===== src/shared/slwc_pkg.sv =====
// shared constants, codes and decode helper for the serial link word codec
package slwc_pkg;
    localparam int         W_BITS       = 16;              // word field width
    localparam int         C_BITS       = 4;               // coding field width
    localparam int         WORD_BITS    = 20;              // encoded word width
    localparam int         CTRL_BITS    = 14;              // payload of a control word
    localparam logic [4:0] WORD_LAST    = 5'h13;           // last bit index of a word
    localparam logic [4:0] WORD_HALF    = 5'h0A;           // word clock high for bits 0..9
    localparam int         FLAG_WINDOW  = 32;              // words without flag transition
    localparam int         READY_WORDS  = 64;              // quiet words before ready
    localparam int         READY_MAX    = 128;             // upper bound of the ready wait
    localparam logic [1:0] ERR_SLIP_CNT = 2'h2;            // consecutive errors before a slip
    localparam logic [2:0] REF_LOCK_CNT = 3'h4;            // reference edges before freq lock
    // rate range select codes, identical at both ends of the link
    localparam logic [1:0] RATE_DIV1    = 2'h0;            // one bit per clock
    localparam logic [1:0] RATE_DIV2    = 2'h1;            // one bit per two clocks
    localparam logic [1:0] RATE_DIV4    = 2'h2;            // one bit per four clocks
    localparam logic [1:0] RATE_BYPASS  = 2'h3;            // receiver: test clock bypass
    // coding field patterns; the inverted forms are their complements
    localparam logic [3:0] C_DATA0      = 4'hC;            // data word, flag low
    localparam logic [3:0] C_DATA1      = 4'hE;            // data word, flag high
    localparam logic [3:0] C_CTRL       = 4'hB;            // control word
    localparam logic [3:0] C_IDLE       = 4'h8;            // idle word
    localparam logic [1:0] CTRL_MARK    = 2'h1;            // top bits of a control word field
    localparam logic [15:0] IDLE_W      = 16'h00FF;        // idle word field, balanced
    // flag scrambler: x^7 + x^6 + 1
    localparam int         SCR_W        = 7;               // scrambler length
    localparam int         SCR_TAP_A    = 6;               // first tap
    localparam int         SCR_TAP_B    = 5;               // second tap
    localparam logic [6:0] SCR_SEED     = 7'h5A;           // nonzero start state

    typedef enum logic [1:0] {K_IDLE, K_DATA, K_CTRL, K_ERR} slwc_kind_e;

    // classify an un-inverted coding field
    function automatic slwc_kind_e slwc_classify(input logic [3:0] c);
        slwc_kind_e k;
        k = K_ERR;
        if (c == C_DATA0 || c == C_DATA1) begin
            k = K_DATA;
        end else if (c == C_CTRL) begin
            k = K_CTRL;
        end else if (c == C_IDLE) begin
            k = K_IDLE;
        end
        return k;
    endfunction

    // true when a coding field is one of the inverted patterns
    function automatic logic slwc_is_inv(input logic [3:0] c);
        return (c == ~C_DATA0) || (c == ~C_DATA1) || (c == ~C_CTRL) || (c == ~C_IDLE);
    endfunction
endpackage


===== src/logic/slwc_flag_scrambler.sv =====
// self-synchronising flag scrambler or descrambler, one step per data word
`timescale 1ns/1ns
module slwc_flag_scrambler #(
    parameter bit DESCRAMBLE = 1'b0,                   // 1: descramble received bits
    parameter int LFSR_W     = slwc_pkg::SCR_W         // history length
) (
    input  wire logic core_clk_i,                      // core clock
    input  wire logic resetn_i,                        // async reset, active low
    input  wire logic step_i,                          // advance one data word
    input  wire logic bit_i,                           // plain or scrambled flag in
    output logic      bit_o                            // scrambled or plain flag out
);
    import slwc_pkg::*;

    typedef struct packed {
        logic [LFSR_W-1:0] sr;                         // last flag bits on the line
    } slwc_scr_s;

    slwc_scr_s q;                                      // registered state
    slwc_scr_s d;                                      // next state

    // elaboration check: taps are fixed, so the length is too
    if (LFSR_W <= SCR_TAP_A || LFSR_W != SCR_W) begin : g_bad_len
        $error("scrambler length must match the tap set");
    end

    // feedback taps the line history, so the descrambler locks by itself
    always_comb begin
        d     = q;
        bit_o = bit_i ^ q.sr[SCR_TAP_A] ^ q.sr[SCR_TAP_B];
        if (step_i) begin
            // history always holds what travels on the line
            d.sr = {q.sr[LFSR_W-2:0], DESCRAMBLE ? bit_i : bit_o};
        end
    end

    // state register
    always_ff @(posedge core_clk_i or negedge resetn_i) begin
        if (!resetn_i) begin
            q.sr <= LFSR_W'(SCR_SEED);
        end else begin
            q <= d;
        end
    end
endmodule


===== src/logic/slwc_codec.sv =====
// serial link word codec: encoder, serializer, deserializer, decoder, aligner
`timescale 1ns/1ns
// Contract
// - both ends share one rate range code
// - lock to word clock, 20 bits per word
// - bypass uses word clock as bit clock
// - control select sends 14 bits, control code
// - data valid sends 16 bits, data code
// - otherwise send an idle word with a balanced word field
// - coding field from control, data, flag inputs
// - join code and word, send 20 bits
// - word disparity, running total kept
// - invert word when it restores balance
// - receiver keeps reference frequency lock
// - receive rate divides 1,2,4 or test clock
// - slip one bit per request, disable, reset
// - split received 20 bits into fields
// - classify word type, inversion, error, flag
// - two consecutive errors request a slip
// - enhanced mode: no flag transition in 32 words slips
// - ready after 64..127 quiet words, drops at once
// - descramble flag only in enhanced mode
// - alternating flag sent and checked when disabled; checked only outside enhanced mode
// - control words flagged, low 14 bits only
module slwc_codec #(
    parameter int READY_WORDS = slwc_pkg::READY_WORDS  // quiet words before ready
) (
    input  wire logic                         core_clk_i,                  // 50 MHz clock
    input  wire logic                         resetn_i,                    // async, active low
    input  wire logic                         tx_word_clock_i,             // word or bit clock
    input  wire logic [1:0]                   tx_rate_range_select_i,      // tx bit rate
    input  wire logic                         serial_clock_bypass_enable_i, // diag bit clock
    input  wire logic                         control_word_select_i,       // send control
    input  wire logic                         data_valid_in_i,             // send data
    input  wire logic                         flag_in_i,                   // flag bit
    input  wire logic [slwc_pkg::W_BITS-1:0]  tx_word_i,                   // parallel word
    input  wire logic                         tx_flag_enable_i,            // flag as data
    input  wire logic                         rx_flag_enable_i,            // flag as data
    input  wire logic                         enhanced_simplex_enable_i,   // scramble flag
    input  wire logic [1:0]                   rx_rate_range_select_i,      // rx bit rate
    input  wire logic                         test_serial_clock_i,         // rx test clock
    input  wire logic                         rx_reference_clock_i,        // rx reference
    input  wire logic                         alignment_disable_i,         // no bit slips
    input  wire logic [1:0]                   serial_input_pair_i,         // [1] p, [0] n
    output logic                              tx_serial_o,                 // serial line out
    output logic                              tx_locked_o,                 // tx lock
    output logic [slwc_pkg::W_BITS-1:0]       rx_word_o,                   // received word
    output logic                              rx_flag_o,                   // received flag
    output logic                              rx_data_o,                   // data word seen
    output logic                              control_word_indication_o,   // control word
    output logic                              rx_error_o,                  // decode error
    output logic                              rx_word_strobe_o,            // new word pulse
    output logic                              rx_slip_o,                   // slip pulse
    output logic                              link_ready_out_o,            // link ready
    output logic [1:0]                        recovered_word_clocks_o,     // [1] clk1, [0] clk0
    output logic                              rx_freq_lock_o               // reference lock
);
    import slwc_pkg::*;

    typedef struct packed {
        logic [1:0]        tdiv;    // tx rate divider
        logic [4:0]        tbit;    // tx bit index
        logic [19:0]       tsh;     // tx shift register
        logic              tser;    // serial output bit
        logic signed [6:0] acc;     // running disparity
        logic              talt;    // alternating flag
        logic              tclk_d;  // last word clock level
        logic              locked;  // tx lock
        logic [1:0]        rdiv;    // rx rate divider
        logic [4:0]        rbit;    // rx bit index
        logic [19:0]       rsh;     // rx shift register
        logic              slip_p;  // slip waiting for next bit
        logic              tst_d;   // last test clock level
        logic              ref_d;   // last reference level
        logic [2:0]        refcnt;  // reference edges seen
        logic              flock;   // frequency lock
        logic [1:0]        errcnt;  // consecutive errors
        logic [5:0]        win;     // words without flag transition
        logic              sflast;  // last line flag
        logic [1:0]        ralt;    // {seen, value} of last flag
        logic [6:0]        rdycnt;  // quiet words
        logic              ready;   // link ready
        logic [15:0]       rword;   // word out
        logic              rflag;   // flag out
        logic              rdata;   // data word
        logic              rctrl;   // control word
        logic              rerr;    // error
        logic              rstb;    // word strobe
        logic              rslip;   // slip pulse
        logic [1:0]        wclk;    // word clocks
    } slwc_state_s;

    slwc_state_s q;                 // registered state
    slwc_state_s d;                 // next state

    logic tscr_step;                // tx scrambler advance
    logic tscr_in;                  // tx plain flag
    logic tscr_out;                 // tx scrambled flag
    logic rscr_step;                // rx descrambler advance
    logic rscr_in;                  // rx line flag
    logic rscr_out;                 // rx plain flag

    // elaboration check: the 7-bit quiet counter cannot hold a wait of 128
    if (READY_WORDS < slwc_pkg::READY_WORDS || READY_WORDS >= READY_MAX) begin : g_bad_ready
        $error("ready wait must lie within 64 to 127 words");
    end

    // bit enable from a free-running divider; same code meaning at both ends
    function automatic logic bit_hit(input logic [1:0] sel, input logic [1:0] cnt);
        logic h;
        h = 1'b0;
        unique case (sel)
            RATE_DIV1: h = 1'b1;
            RATE_DIV2: h = cnt[0];
            RATE_DIV4: h = (cnt == 2'h3);
            default:   h = 1'b0;
        endcase
        return h;
    endfunction

    // disparity of an encoded word: ones minus zeros
    function automatic logic signed [6:0] disparity(input logic [19:0] w);
        logic [6:0] ones;
        ones = 7'h00;
        for (int i = 0; i < WORD_BITS; i++) begin
            ones = ones + 7'(w[i]);
        end
        return signed'(7'(ones + ones)) - 7'sd20;
    endfunction

    slwc_flag_scrambler #(.DESCRAMBLE(1'b0)) u_tx_scr (
        .core_clk_i (core_clk_i),
        .resetn_i   (resetn_i),
        .step_i     (tscr_step),
        .bit_i      (tscr_in),
        .bit_o      (tscr_out)
    );

    slwc_flag_scrambler #(.DESCRAMBLE(1'b1)) u_rx_scr (
        .core_clk_i (core_clk_i),
        .resetn_i   (resetn_i),
        .step_i     (rscr_step),
        .bit_i      (rscr_in),
        .bit_o      (rscr_out)
    );

    // all next-state logic of both link halves except the two flag scramblers
    always_comb begin
        logic              ten, tedge, tload, ren, rdone, slip, alt_err;
        logic [3:0]        cf, cn;
        logic [15:0]       wf;
        logic [19:0]       enc, rnext;
        logic signed [6:0] disp;
        logic              inv;
        slwc_kind_e        kind;
        ten = 1'b0; tedge = 1'b0; tload = 1'b0; ren = 1'b0; rdone = 1'b0;
        slip = 1'b0; alt_err = 1'b0; cf = C_IDLE; cn = C_IDLE; wf = IDLE_W;
        enc = '0; rnext = '0; disp = '0; inv = 1'b0; kind = K_IDLE;
        d = q;
        d.rstb  = 1'b0;
        d.rslip = 1'b0;

        // ---------------- transmit half ----------------
        d.tdiv   = q.tdiv + 2'h1;
        d.tclk_d = tx_word_clock_i;
        tedge    = tx_word_clock_i & ~q.tclk_d;
        // diagnostic bypass clocks bits straight from the word clock pin
        ten      = serial_clock_bypass_enable_i ? tedge
                 : bit_hit(tx_rate_range_select_i, q.tdiv);
        tload    = ten && (q.tbit == WORD_LAST);
        // plain flag source: user flag, or alternating when unused
        tscr_in  = tx_flag_enable_i ? flag_in_i : q.talt;
        tscr_step = tload && !control_word_select_i && data_valid_in_i
                  && enhanced_simplex_enable_i;
        if (control_word_select_i) begin
            cf = C_CTRL;
            wf = {CTRL_MARK, tx_word_i[CTRL_BITS-1:0]};
        end else if (data_valid_in_i) begin
            // scrambled flag only in enhanced mode
            cf = (enhanced_simplex_enable_i ? tscr_out : tscr_in)
               ? C_DATA1 : C_DATA0;
            wf = tx_word_i;
        end
        // neither select: idle word keeps the line balanced
        enc  = {cf, wf};
        disp = disparity(enc);
        // invert when word and history lean the same way
        inv  = (q.acc > 0 && disp > 0) || (q.acc < 0 && disp < 0);
        if (ten) begin
            d.tbit = (q.tbit == WORD_LAST) ? 5'h00 : q.tbit + 5'h01;
            d.tsh  = {1'b0, q.tsh[19:1]};
            if (tload) begin
                d.tsh = inv ? ~enc : enc;
                d.acc = inv ? q.acc - disp : q.acc + disp;
                if (!control_word_select_i && data_valid_in_i) begin
                    d.talt = ~q.talt;
                end
            end
            d.tser = d.tsh[0];
        end
        // lock: each word clock edge must land one bit before a load, so the
        // word starts right after the edge; otherwise realign the bit index
        if (serial_clock_bypass_enable_i) begin
            d.locked = 1'b0;
        end else if (tedge) begin
            d.locked = (d.tbit == WORD_LAST);
            if (d.tbit != WORD_LAST) begin
                d.tbit = WORD_LAST;
            end
        end

        // ---------------- receive half ----------------
        d.rdiv  = q.rdiv + 2'h1;
        d.tst_d = test_serial_clock_i;
        d.ref_d = rx_reference_clock_i;
        // frequency lock follows the reference alone, with or without input
        if (rx_reference_clock_i && !q.ref_d && !q.flock) begin
            d.refcnt = q.refcnt + 3'h1;
            d.flock  = (q.refcnt + 3'h1 == REF_LOCK_CNT);
        end
        ren = (rx_rate_range_select_i == RATE_BYPASS)
            ? (test_serial_clock_i & ~q.tst_d)
            : bit_hit(rx_rate_range_select_i, q.rdiv);
        rnext = {serial_input_pair_i[1] & ~serial_input_pair_i[0], q.rsh[19:1]};
        if (ren) begin
            d.rsh = rnext;
            if (q.slip_p) begin
                d.slip_p = 1'b0;
            end else begin
                rdone  = (q.rbit == WORD_LAST);
                d.rbit = rdone ? 5'h00 : q.rbit + 5'h01;
            end
        end
        d.wclk = (d.rbit < WORD_HALF) ? 2'b10 : 2'b01;
        // split fields and undo inversion
        cf   = rnext[19:16];
        cn   = slwc_is_inv(cf) ? ~cf : cf;
        wf   = slwc_is_inv(cf) ? ~rnext[15:0] : rnext[15:0];
        kind = slwc_classify(cn);
        rscr_in   = (cn == C_DATA1);
        rscr_step = rdone && kind == K_DATA && enhanced_simplex_enable_i;
        // alternation check when flag carries no user data and enhanced mode is off
        alt_err = kind == K_DATA && !enhanced_simplex_enable_i && !rx_flag_enable_i
                && q.ralt[1] && (q.ralt[0] == rscr_in);
        if (rdone) begin
            d.rstb  = 1'b1;
            d.rdata = (kind == K_DATA);
            d.rctrl = (kind == K_CTRL);
            d.rerr  = (kind == K_ERR) || alt_err;
            d.rword = (kind == K_CTRL) ? {2'b00, wf[CTRL_BITS-1:0]} : wf;
            if (kind == K_DATA) begin
                d.rflag = enhanced_simplex_enable_i ? rscr_out : rscr_in;
                d.ralt  = {1'b1, rscr_in};
            end
            d.errcnt = d.rerr ? q.errcnt + 2'h1 : 2'h0;
            if (d.rerr && q.errcnt + 2'h1 == ERR_SLIP_CNT) begin
                slip = 1'b1;
            end
            if (enhanced_simplex_enable_i && kind == K_DATA) begin
                d.sflast = rscr_in;
                d.win    = (rscr_in != q.sflast) ? 6'h00 : q.win + 6'h01;
                if (rscr_in == q.sflast && q.win + 6'h01 == 6'(FLAG_WINDOW)) begin
                    slip = 1'b1;
                end
            end
            if (q.rdycnt != 7'(READY_WORDS)) begin
                d.rdycnt = q.rdycnt + 7'h01;
            end
            d.ready = q.ready || (q.rdycnt + 7'h01 == 7'(READY_WORDS));
            if (slip && !alignment_disable_i) begin
                d.slip_p = 1'b1;
                d.rslip  = 1'b1;
                d.ready  = 1'b0;
                d.errcnt = 2'h0;
                d.win    = 6'h00;
                d.rdycnt = 7'h00;
            end
        end
    end

    // single state register; reset also restarts word alignment
    always_ff @(posedge core_clk_i or negedge resetn_i) begin
        if (!resetn_i) begin
            q      <= '0;
            q.wclk <= 2'b10;
        end else begin
            q <= d;
        end
    end

    // every output is a flip-flop of the state
    assign tx_serial_o               = q.tser;
    assign tx_locked_o               = q.locked;
    assign rx_word_o                 = q.rword;
    assign rx_flag_o                 = q.rflag;
    assign rx_data_o                 = q.rdata;
    assign control_word_indication_o = q.rctrl;
    assign rx_error_o                = q.rerr;
    assign rx_word_strobe_o          = q.rstb;
    assign rx_slip_o                 = q.rslip;
    assign link_ready_out_o          = q.ready;
    assign recovered_word_clocks_o   = q.wclk;
    assign rx_freq_lock_o            = q.flock;
endmodule


===== config.mk =====
export PLATFORM = sky130hd
export DESIGN_NAME = slwc_codec
export DESIGN_NICKNAME = d
export VERILOG_FILES = /design/src/shared/slwc_pkg.sv /design/src/logic/slwc_flag_scrambler.sv /design/src/logic/slwc_codec.sv
export SDC_FILE = /design/constraint.sdc
export NUM_CORES = 1
export LEC_CHECK = 0
export BUFFER_PORTS_ARGS = -buffer_cell sky130_fd_sc_hd__buf_2
export CELL_PAD_IN_SITES_DETAIL_PLACEMENT = 0
export CELL_PAD_IN_SITES_GLOBAL_PLACEMENT = 1
export CORE_MARGIN = 10
export CORE_UTILIZATION = 48
export DETAILED_ROUTE_END_ITERATION = 10
export GPL_TIMING_DRIVEN = 0
export PLACE_DENSITY = 0.9
export SKIP_CTS_REPAIR_TIMING = 1
export SYNTH_ARGS = -nofsm -noshare
export SYNTH_HDL_FRONTEND = slang
export SYNTH_HIERARCHICAL = 1
export SYNTH_SLANG_ARGS = --single-unit

===== constraint.sdc =====
create_clock -name core_clk_i -period 6.8 [get_ports core_clk_i]
set_input_delay 0.68 -clock core_clk_i [delete_from_list [all_inputs] [get_ports core_clk_i]]
set_output_delay 0.68 -clock core_clk_i [all_outputs]
set_load 0.02 [all_outputs]

# [After elaboration in Yosys (flattened, before gate mapping)]
# Index checks and enable logic that the tools add are counted.
[totals] regBits=129 input_bits=35 word_cells=205 out_inout_bits=28
[classes] reduce_logical=43 order_cmp=5 n_addsub=31 n_mux=50 n_eq_ne=30 n_bitwise=14
[op_table] cell="7-bit by 1-bit adder with 7-bit output" n=12
[op_table] cell="16-bit 2-to-1 mux" n=4
[op_table] cell="20-bit 2-to-1 mux" n=2
[op_table] cell="34-bit 2-to-1 mux" n=1
[op_table] cell="5-bit 2-to-1 mux" n=6
[op_table] cell="26-bit 2-to-1 mux" n=1
[op_table] cell="8-bit 2-to-1 mux" n=3
[op_table] cell="7-bit 2-to-1 mux" n=3
[op_table] cell="20-bit NOT" n=1
[op_table] cell="1-bit logical AND" n=19
[op_table] cell="1-bit 2-to-1 mux" n=17
[op_table] cell="2-bit equality test, second input constant" n=8
[op_table] cell="4-bit equality test, second input constant" n=4
[op_table] cell="16-bit NOT" n=1
[op_table] cell="5-bit equality test, second input constant" n=3
[op_table] cell="7-bit by 1-bit adder with 7-bit output, second input constant" n=2
[op_table] cell="7-bit adder" n=2
[op_table] cell="7-bit by 1-bit > comparator with 1-bit output, second input constant" n=2
[op_table] cell="7-bit by 1-bit < comparator with 1-bit output, second input constant" n=2
[op_table] cell="2-bit 2-to-1 mux" n=7
[op_table] cell="5-bit by 1-bit adder with 5-bit output, second input constant" n=2
[op_table] cell="2-bit AND reduction" n=5
[op_table] cell="4-bit by 3-bit equality test with 1-bit output, second input constant" n=2
[op_table] cell="6-bit by 1-bit adder with 7-bit output" n=1
[op_table] cell="other kinds (34)" n=63

# [Logic depth before layout (Yosys ltp)]
# Gate-level depths: netlist of run 1.
[depth] word_depth=33 mapped_depth=33 depth_no_buf=29

# [By module]
# The synthesis of run 1 kept the hierarchy.
[modules_own_cells] mod="slwc_codec" seq_area_each_um2=2803.9 instances=1 cells_per_inst=697 area_per_inst_um2=6751.5
[modules_own_cells] mod="slwc_flag_scrambler (u_rx_scr)" seq_area_each_um2=180.2 instances=1 cells_per_inst=16 area_per_inst_um2=320.3
[modules_own_cells] mod="slwc_flag_scrambler (u_tx_scr)" seq_area_each_um2=180.2 instances=1 cells_per_inst=16 area_per_inst_um2=292.8

# [Worst setup path after synthesis of run 1]
# Ideal clock, no wire load.
[synth_path] path_type="in2reg" from="input data_valid_in_i" to="register q[86] in the netlist's numbering" stages=31 setup_slack_ns=-1.728 arrival_ns=8.383 setup_ns=0.145 required_ns=6.655 n_path_buf=4 cell_sequence="or2_2 -> clkbuf_1 -> and2_1 -> fa_1 -> inv_1 -> fa_1 -> inv_1 -> fa_1 -> fa_1 -> inv_1 -> fa_1 -> inv_1 -> ha_1 -> fa_1 -> xnor2_2 -> ha_1 -> clkbuf_1 -> or4_1 -> mux2i_1 -> o22a_1 -> buf_6 -> buf_4 -> mux2i_1 -> ha_1 -> nor2b_1 -> o21ai_0 -> a21boi_0 -> o21ai_0 -> or4b_2 -> a31oi_1 -> a31oi_1"
[synth_between] elab_chain_cells=27 word_cells_on_any_way=33 classes_between="add/sub: 23; order compare: 2; mux: 5; reduce/logical: 3"
[synth_rtl] element="start: declaration" line="slwc_codec.sv:34" text="input wire logic data_valid_in_i,"
[synth_rtl] element="16-bit 2-to-1 mux" line="slwc_codec.sv:178" text="end else if (data_valid_in_i) begin"
[synth_rtl] element="16-bit 2-to-1 mux" line="slwc_codec.sv:175" text="if (control_word_select_i) begin"
[synth_rtl] element="1-bit by 1-bit adder with 2-bit output" line="slwc_codec.sv:126" text="ones = ones + 7'(w[i]);"
[synth_rtl] element="2-bit by 1-bit adder with 3-bit output" line="slwc_codec.sv:126"
[synth_rtl] element="3-bit by 1-bit adder with 4-bit output" line="slwc_codec.sv:126"
[synth_rtl] element="4-bit by 1-bit adder with 5-bit output" line="slwc_codec.sv:126"
[synth_rtl] element="5-bit by 1-bit adder with 6-bit output" line="slwc_codec.sv:126"
[synth_rtl] element="6-bit by 1-bit adder with 7-bit output" line="slwc_codec.sv:126"
[synth_rtl] element="7-bit by 1-bit adder with 7-bit output (11 in series)" line="slwc_codec.sv:126"
[synth_rtl] element="7-bit by 1-bit adder with 7-bit output (*) (2 in series)" line="slwc_codec.sv:126"
[synth_rtl] element="7-bit adder (*)" line="slwc_codec.sv:128" text="return signed'(7'(ones + ones)) - 7'sd20;"
[synth_rtl] element="7-bit by 6-bit subtractor with 7-bit output (*)" line="slwc_codec.sv:128"
[synth_rtl] element="7-bit by 1-bit > comparator with 1-bit output / 7-bit by 1-bit < comparator with 1-bit output (equally long branches)" line="slwc_codec.sv:188" text="inv = (q.acc > 0 && disp > 0) || (q.acc < 0 && disp < 0);"
[synth_rtl] element="1-bit logical AND" line="slwc_codec.sv:188"
[synth_rtl] element="1-bit logical OR" line="slwc_codec.sv:188"
[synth_rtl] element="7-bit 2-to-1 mux (*)" line="slwc_codec.sv:194" text="d.acc = inv ? q.acc - disp : q.acc + disp;"
[synth_rtl] element="end: declaration" line="slwc_codec.sv:93" text="slwc_state_s q;"
# Every way passes the cells marked *; elsewhere a longest branch is shown, timed or not.
# A chain may end at the register's enable or synchronous reset.

# [Worst setup path after layout of run 1]
# Same ends and word-level chain as after synthesis.

==> results of run 1 <==
-- metrics by stage --
step | hold WS, ns | util | TNS (ns) | setup WS, ns
after floorplan | 0.384 | - | -2.20 | -1.05
after global placement | 0.431 | 0.527 | -6.82 | -1.68
after detailed placement | 0.433 | 0.529 | -6.53 | -1.68
after CTS | 0.258 | 0.567 | -3.03 | -1.28
after global routing | 0.285 | 0.593 | -2.55 | -1.04
final | 0.245 | 0.593 | -1.65 | -0.864
-- flip-flops by register name, indices dropped and copies added, names as in the netlist --
| register | flops |
|---|---|
| tx_locked_o | 1 |
| link_ready_out_o | 1 |
| q | 85 |
| u_rx_scr/q | 7 |
| recovered_word_clocks_o | 2 |
| rx_data_o | 1 |
| rx_flag_o | 1 |
| u_tx_scr/q | 7 |
| rx_slip_o | 1 |
| rx_word_strobe_o | 1 |
| rx_word_o | 16 |
| control_word_indication_o | 1 |
| rx_error_o | 1 |
| rx_freq_lock_o | 1 |
-- worst register-to-register path, cell delays in order (launching register included) --
cell,delay [ns]
dfrtp_1,0.40
mux2_2,0.30
xor3_2,0.38
nand2b_1,0.15
o211ai_1,0.10
nand2b_1,0.14
ha_2,0.22
fa_2,0.42
xnor2_4,0.26
ha_4,0.18
nand2_2,0.05
or4_4,0.53
mux2i_2,0.18
o22a_1,0.20
buf_6,0.14
buf_12,0.11
mux2i_2,0.19
ha_1,0.29
nor2b_4,0.15
o21ai_2,0.16
a21boi_2,0.10
o21ai_2,0.14
or4b_4,0.46
a31oi_1,0.20
a31oi_1,0.06
-- kinds of logic (layout without fill, tap and decap cells) --
logic type	after synthesis	after routing
simple gates	206	206
compound gates	157	157
flops	126	126
buf+inv	98	226
xor+xnor	58	58
mux	43	43
fa+ha+maj	41	41
-- synthesized netlist by cell type, drive strengths merged, types with 5 or more instances --
library cell  instances
dfstp                 9
nand3b                6
dfrtp               117
a21o                  6
nand4                 8
ha                   27
mux2                 38
nor2                 26
nor3                  9
nand2                66
a221o                 5
xnor2                38
nand3                13
a31oi                 6
nor2b                11
or3                   5
inv                  44
and3                 24
xor2                 18
nand2b               19
a21oi                30
o211ai                7
nor3b                 5
o21ai                59
fa                   13
and2                  7
clkbuf               27
buf                  27
mux2i                 5
o22ai                 5
-- placed cells by master, fill, tap and decap left out, types with 24 or more instances in the layout --
cell and n:
dfrtp_1 117, nand2_1 64, buf_2 62, o21ai_0 52
buf_4 49, inv_1 42, xnor2_1 36, mux2_2 30
a21oi_1 29, clkbuf_1 26, nor2_1 25, and3_1 24
ha_1 24
-- per-layer routing --
metal,global-route usage,vias up,part of all wire,routed length [um]
li1,-,2744,-,-
met1,0.196,2614,0.47,7100
met2,0.230,90,0.47,7090
met3,0.0327,18,0.040,596
met4,0.0564,0,0.016,236
met5,0,-,0,0
-- area by class of cell --
| cell class | count | area share |
|---|---|---|
| well taps | 188 | 0.0262 |
| repair buffers | 97 | 0.0724 |
| flip-flops and latches | 126 | 0.352 |
| clock buffers | 20 | 0.0508 |
| clock inverters | 12 | 0.0125 |
| plain buffers | 53 | 0.0376 |
| inverters | 44 | 0.0187 |
| multi-input cells | 505 | 0.430 |
-- how the worst max path moves through the flow --
stage / end / depth (start not counted) / startpoint
after detailed placement: q[86]$_DFFE_PN0P_ / 32 / data_valid_in_i
after global placement: q[86]$_DFFE_PN0P_ / 32 / data_valid_in_i
after CTS: q[86]$_DFFE_PN0P_ / 32 / data_valid_in_i
after global routing: q[86]$_DFFE_PN0P_ / 32 / data_valid_in_i
after floorplan: q[86]$_DFFE_PN0P_ / 31 / data_valid_in_i
final: q[86]$_DFFE_PN0P_ / 32 / data_valid_in_i
==> impl_results.md, run 1 <==
- R2r endpoint: q[86]$_DFFE_PN0P_
- Failing checks: setup timing
- Buf/Inv on CP: 8
- Total vias in the final route: 5,466
- Area share of xor/xnor cells in the synthesized design: 0.0742
- Initial Util: 0.486
- Sink Count: 126
- H-tree Lvls: 4
- WS Path Type: in -> reg
- Routed wire length: 15,000 um
- Die area: 20,700 um^2
- Reg-to-Reg Start: q[79]$_DFFE_PN0P_
- Slew headroom: 0.358
- Final setup vio count: 4
- Fin crit period: 7.66 ns
- Worst Hold Class: in -> async
- Synth Area in Compound Gates: 0.135
- Run status: finished with violations
- Pin count of the biggest net entering global routing: 65
- Slew @ Worst Pin: 0.957 ns
- Vias per cell: 5.23
- Worst Reg-to-Reg Cells: 24
- Synth warnings: 6
- CP max stage delay: 0.53 ns
- Mux cell area share after synthesis: 0.0690
- Yosys cell types: 64
- CP max FO: 6
- Synth area leader: dfrtp_1
- Inst Count DP: 979
- Max_cap viols: 0
- Final hold vios: 0
- PortBufs: 61
- Total congestion overflow: 0
- Core area: 15,100 um^2
- Synth Area in Adders: 0.0826
- Synth-to-layout area growth: 22.0%
- Routed len/inst: 14.4 um
- First-pass GRT wire length: 24,900 um
- DRT antenna net count: 0
- Unrepaired setup endpoints after global routing: true
- Yosys top cell area share: 0.398
- Post-synthesis simple-gate area fraction: 0.144
- Multi-input logic area: 3860 um^2
- Worst Setup End Kind: register
- Final-layout fill cell count: 1,264
- Largest cells by area after synthesis: dfrtp_1, ha_1, mux2_2
- Vias in the first global route: 5,209
- Initial antenna violation count: 0
- Syn Inst Count: 729
- Post-route design area: 8990 um^2
- CP startpoint kind: input port
- Clk root buf: clkbuf_16
- Clock-pin slew on the worst setup and hold paths: 0.06 ns
- Worst endpoint required time: 7.06 ns
- Antenna cell count: 0
- Nets: 919
- CP most frequent cell: fa_1
- Critical-path top delay cell: or4_4
- Most used DFF post-synth: dfrtp_1
- Syn Area/Cell: 10.1 um^2
- Mapped Nets: 804
- Std cell rows: 45
- Delay-heaviest family, CP: adder cells
- Num ports: 63
- Non-filler instance count after layout: 1,045
- Flop-to-flop setup slack: 1.13 ns
- DR pass1 iterations: 4
- Layout cell share with drive strength beyond 1: 0.274
- Register area: 3160 um^2
- EDFF count, synth: 0
- Synthesis-stage register bit count: 126
- CTS max path bufs: 2
- Worst Skew: 0.00648 ns
- Fmax: 130 MHz
- Placed Area: 8020 um^2
- Main combinational cell family by area after synthesis: simple AND/OR/NAND/NOR gates
- Gr usage total: 0.148
- CTS tree: done
- Clk_lat worst skew: 0.41 ns
- Period utilization: 1.13
- CTS Buf Count: 17
- DRC viols: 0
- Ys async rst share: 1.00
- Die Height: 144 um
- Final Max Tran Viols: 0
- Dpl hpwl: 10,600 um
- Final worst slack: -0.864 ns
- Crit path arrival time: 7.92 ns
- Die W: 144 um
- Routability cong.: 0.836
- Seq/Total Area, Yosys: 0.430
- DR iter-0 viols: 393
- Synthesized area: 7360 um^2
Power of run 1 is not shown: default switching activity piles up to over one toggle a cycle in this logic, so the estimate is an artifact.
==> run 2, diff against run 1 <==
--- a/config.mk
+++ b/config.mk
@@ -9,10 +9,11 @@
 export CELL_PAD_IN_SITES_DETAIL_PLACEMENT = 0
 export CELL_PAD_IN_SITES_GLOBAL_PLACEMENT = 1
 export CORE_MARGIN = 10
-export CORE_UTILIZATION = 48
+export CORE_UTILIZATION = 49
+export CTS_BUF_LIST = sky130_fd_sc_hd__clkbuf_8
 export DETAILED_ROUTE_END_ITERATION = 10
 export GPL_TIMING_DRIVEN = 0
-export PLACE_DENSITY = 0.9
+export PLACE_DENSITY = 0.92
 export SKIP_CTS_REPAIR_TIMING = 1
 export SYNTH_ARGS = -nofsm -noshare
 export SYNTH_HDL_FRONTEND = slang
==> impl_results.md, run 2 (same netlist as run 1, synthesis figures left out) <==
- PortBufs: 61 (unchanged)
- DR iter-0 viols: 385 (was 393)
- Failing checks: setup timing (unchanged)
- Worst Skew: 0.0105 ns (was 0.00648 ns)
- CTS tree: done (unchanged)
- Total congestion overflow: 0 (unchanged)
- Layout cell share with drive strength beyond 1: 0.267 (was 0.274)
- CP startpoint kind: input port (unchanged)
- Gr usage total: 0.156 (was 0.148)
- Period utilization: 1.15 (was 1.13)
- Die Height: 143 um (was 144 um)
- Top reg by flops: q (unchanged)
- Max_cap viols: 0 (unchanged)
- DP Worst Slack: -1.83 ns (was -1.68 ns)
- Initial antenna violation count: 0 (unchanged)
- Vias in the first global route: 5,462 (was 5,209)
- Num ports: 63 (unchanged)
- Flop-to-flop setup slack: 1.23 ns (was 1.13 ns)
- WP depth: 33 (was 32)
- H-tree Lvls: 4 (unchanged)
- Slew @ Worst Pin: 0.959 ns (was 0.957 ns)
- Fin crit period: 7.80 ns (was 7.66 ns)
- Routed len/inst: 15.4 um (was 14.4 um)
- Clock-pin slew on the worst setup and hold paths: 0.07 ns (was 0.06 ns)
- Reg-to-Reg Start: q[79]$_DFFE_PN0P_ (unchanged)
- Buf/Inv on CP: 9 (was 8)
- Vias per cell: 5.44 (was 5.23)
- Die W: 143 um (was 144 um)
- DRT antenna net count: 0 (unchanged)
- DRC viols: 0 (unchanged)
- Final Max Tran Viols: 0 (unchanged)
- Pin count of the biggest net entering global routing: 99 (was 65)
- Clk root buf: clkbuf_8 (was clkbuf_16)
- Synth-to-layout area growth: 19.4% (was 22.0%)
- Most common cell after layout, fill and taps aside: dfrtp_1 (unchanged)
- WS Path Type: in -> reg (unchanged)
- Multi-input logic area: 3850 um^2 (was 3860 um^2)
- Std cell rows: 44 (was 45)
- Fmax: 128 MHz (was 130 MHz)
- Worst endpoint required time: 7.09 ns (was 7.06 ns)
- CTS max path bufs: 2 (unchanged)
- Run status: finished with violations (unchanged)
- Register area: 3160 um^2 (unchanged)
- CP max stage delay: 0.61 ns (was 0.53 ns)
- Worst Setup End Kind: register (unchanged)
- Sink Count: 126 (unchanged)
- Dpl hpwl: 11,400 um (was 10,600 um)
- Worst Reg-to-Reg Cells: 25 (was 24)
- Most frequent cells in the layout: dfrtp_1, nand2_1, buf_2 (unchanged)
- Initial Util: 0.503 (was 0.486)
- Die area: 20,300 um^2 (was 20,700 um^2)
- Slew headroom: 0.356 (was 0.358)
- CTS Buf Count: 17 (unchanged)
- Total vias in the final route: 5,630 (was 5,466)
- Placed Area: 8010 um^2 (was 8020 um^2)
- CP most frequent cell: fa_1 (unchanged)
- Nets: 913 (was 919)
- Final worst slack: -1.00 ns (was -0.864 ns)
- First-pass GRT wire length: 26,000 um (was 24,900 um)
- DR pass1 iterations: 5 (was 4)
- Largest register FFs: 85 (unchanged)
- Core area: 14,600 um^2 (was 15,100 um^2)
- CP Launch Point: control_word_select_i (was data_valid_in_i)
- Worst Hold Class: in -> async (unchanged)
- Critical-path top delay cell: fa_2 (was or4_4)
- Post-route design area: 8790 um^2 (was 8990 um^2)
- Crit path arrival time: 8.10 ns (was 7.92 ns)
- R2r endpoint: q[86]$_DFFE_PN0P_ (unchanged)
- Unrepaired setup endpoints after global routing: true (unchanged)
- CP max FO: 8 (was 6)
- Delay-heaviest family, CP: adder cells (unchanged)
- Routed wire length: 16,000 um (was 15,000 um)
- Final hold vios: 0 (unchanged)
- Clk_lat worst skew: 0.44 ns (was 0.41 ns)
- Antenna cell count: 0 (unchanged)
- Routability cong.: 0.858 (was 0.836)
- Crit path to: q[86]$_DFFE_PN0P_ (unchanged)
- Final setup vio count: 5 (was 4)
- Final-layout fill cell count: 1,194 (was 1,264)
-- run 2: layer usage --
metal / share of wire / GRT usage / vias up
met3: 0.051 / 0.0367 / 18
met1: 0.44 / 0.195 / 2742
li1: - / - / 2734
met5: 0 / 0 / -
met2: 0.49 / 0.254 / 136
met4: 0.017 / 0.0635 / 0
-- run 2: area by class of cell --
type,count,area share
Multi-Input combinational cell,505,0.437
Clock buffer,19,0.0297
Sequential cell,126,0.360
Buffer,52,0.0361
Inverter,44,0.0191
Clock inverter,13,0.0212
Timing Repair Buffer,92,0.0703
Tap cell,184,0.0262
-- run 2: worst min path at each step --
stage	end	slack, ns	start	cells past startpoint
floorplan	control_word_indication_o$_DFFE_PN0P_	0.38	resetn_i	0
global placement	q[113]$_DFF_PN0_	0.42	q[113]$_DFF_PN0_	1
detailed placement	q[113]$_DFF_PN0_	0.45	q[113]$_DFF_PN0_	1
CTS	q[48]$_DFF_PN0_	0.09	resetn_i	1
global route	q[48]$_DFF_PN0_	0.1	resetn_i	1
finish	q[34]$_DFFE_PN0P_	0.1	resetn_i	1
-- run 2: stage by stage --
step	hold WS [ns]	setup TNS, ns	instances	util
2_1_floorplan	0.384	-2.20	729	-
3_3_place_gp	0.425	-5.21	974	0.545
3_5_place_dp	0.446	-8.17	975	0.547
4_1_cts	0.0902	-3.29	1007	0.578
5_1_grt	0.0958	-3.10	1035	0.600
6_report	0.0977	-2.47	1035	0.600
-- run 2: worst reg2reg max path, cell delays in order (launching register included) --
cell and delay, ns:
dfrtp_1 0.40, mux2_2 0.30, xor3_2 0.40, nand2b_1 0.15, o211ai_1 0.10, nand2b_1 0.13, ha_2 0.22, fa_2 0.61
inv_4 0.05, ha_4 0.19, nor2_4 0.10, o2bb2ai_2 0.10, o211ai_1 0.14, or3_1 0.39, o22a_1 0.19, buf_6 0.14
buf_12 0.13, mux2i_1 0.18, ha_1 0.29, nor2b_4 0.14, o21ai_2 0.17, a21boi_2 0.09, o21ai_2 0.13, or4b_4 0.46
a31oi_1 0.17, a31oi_1 0.05
Power of run 2 is left out for the same reason.
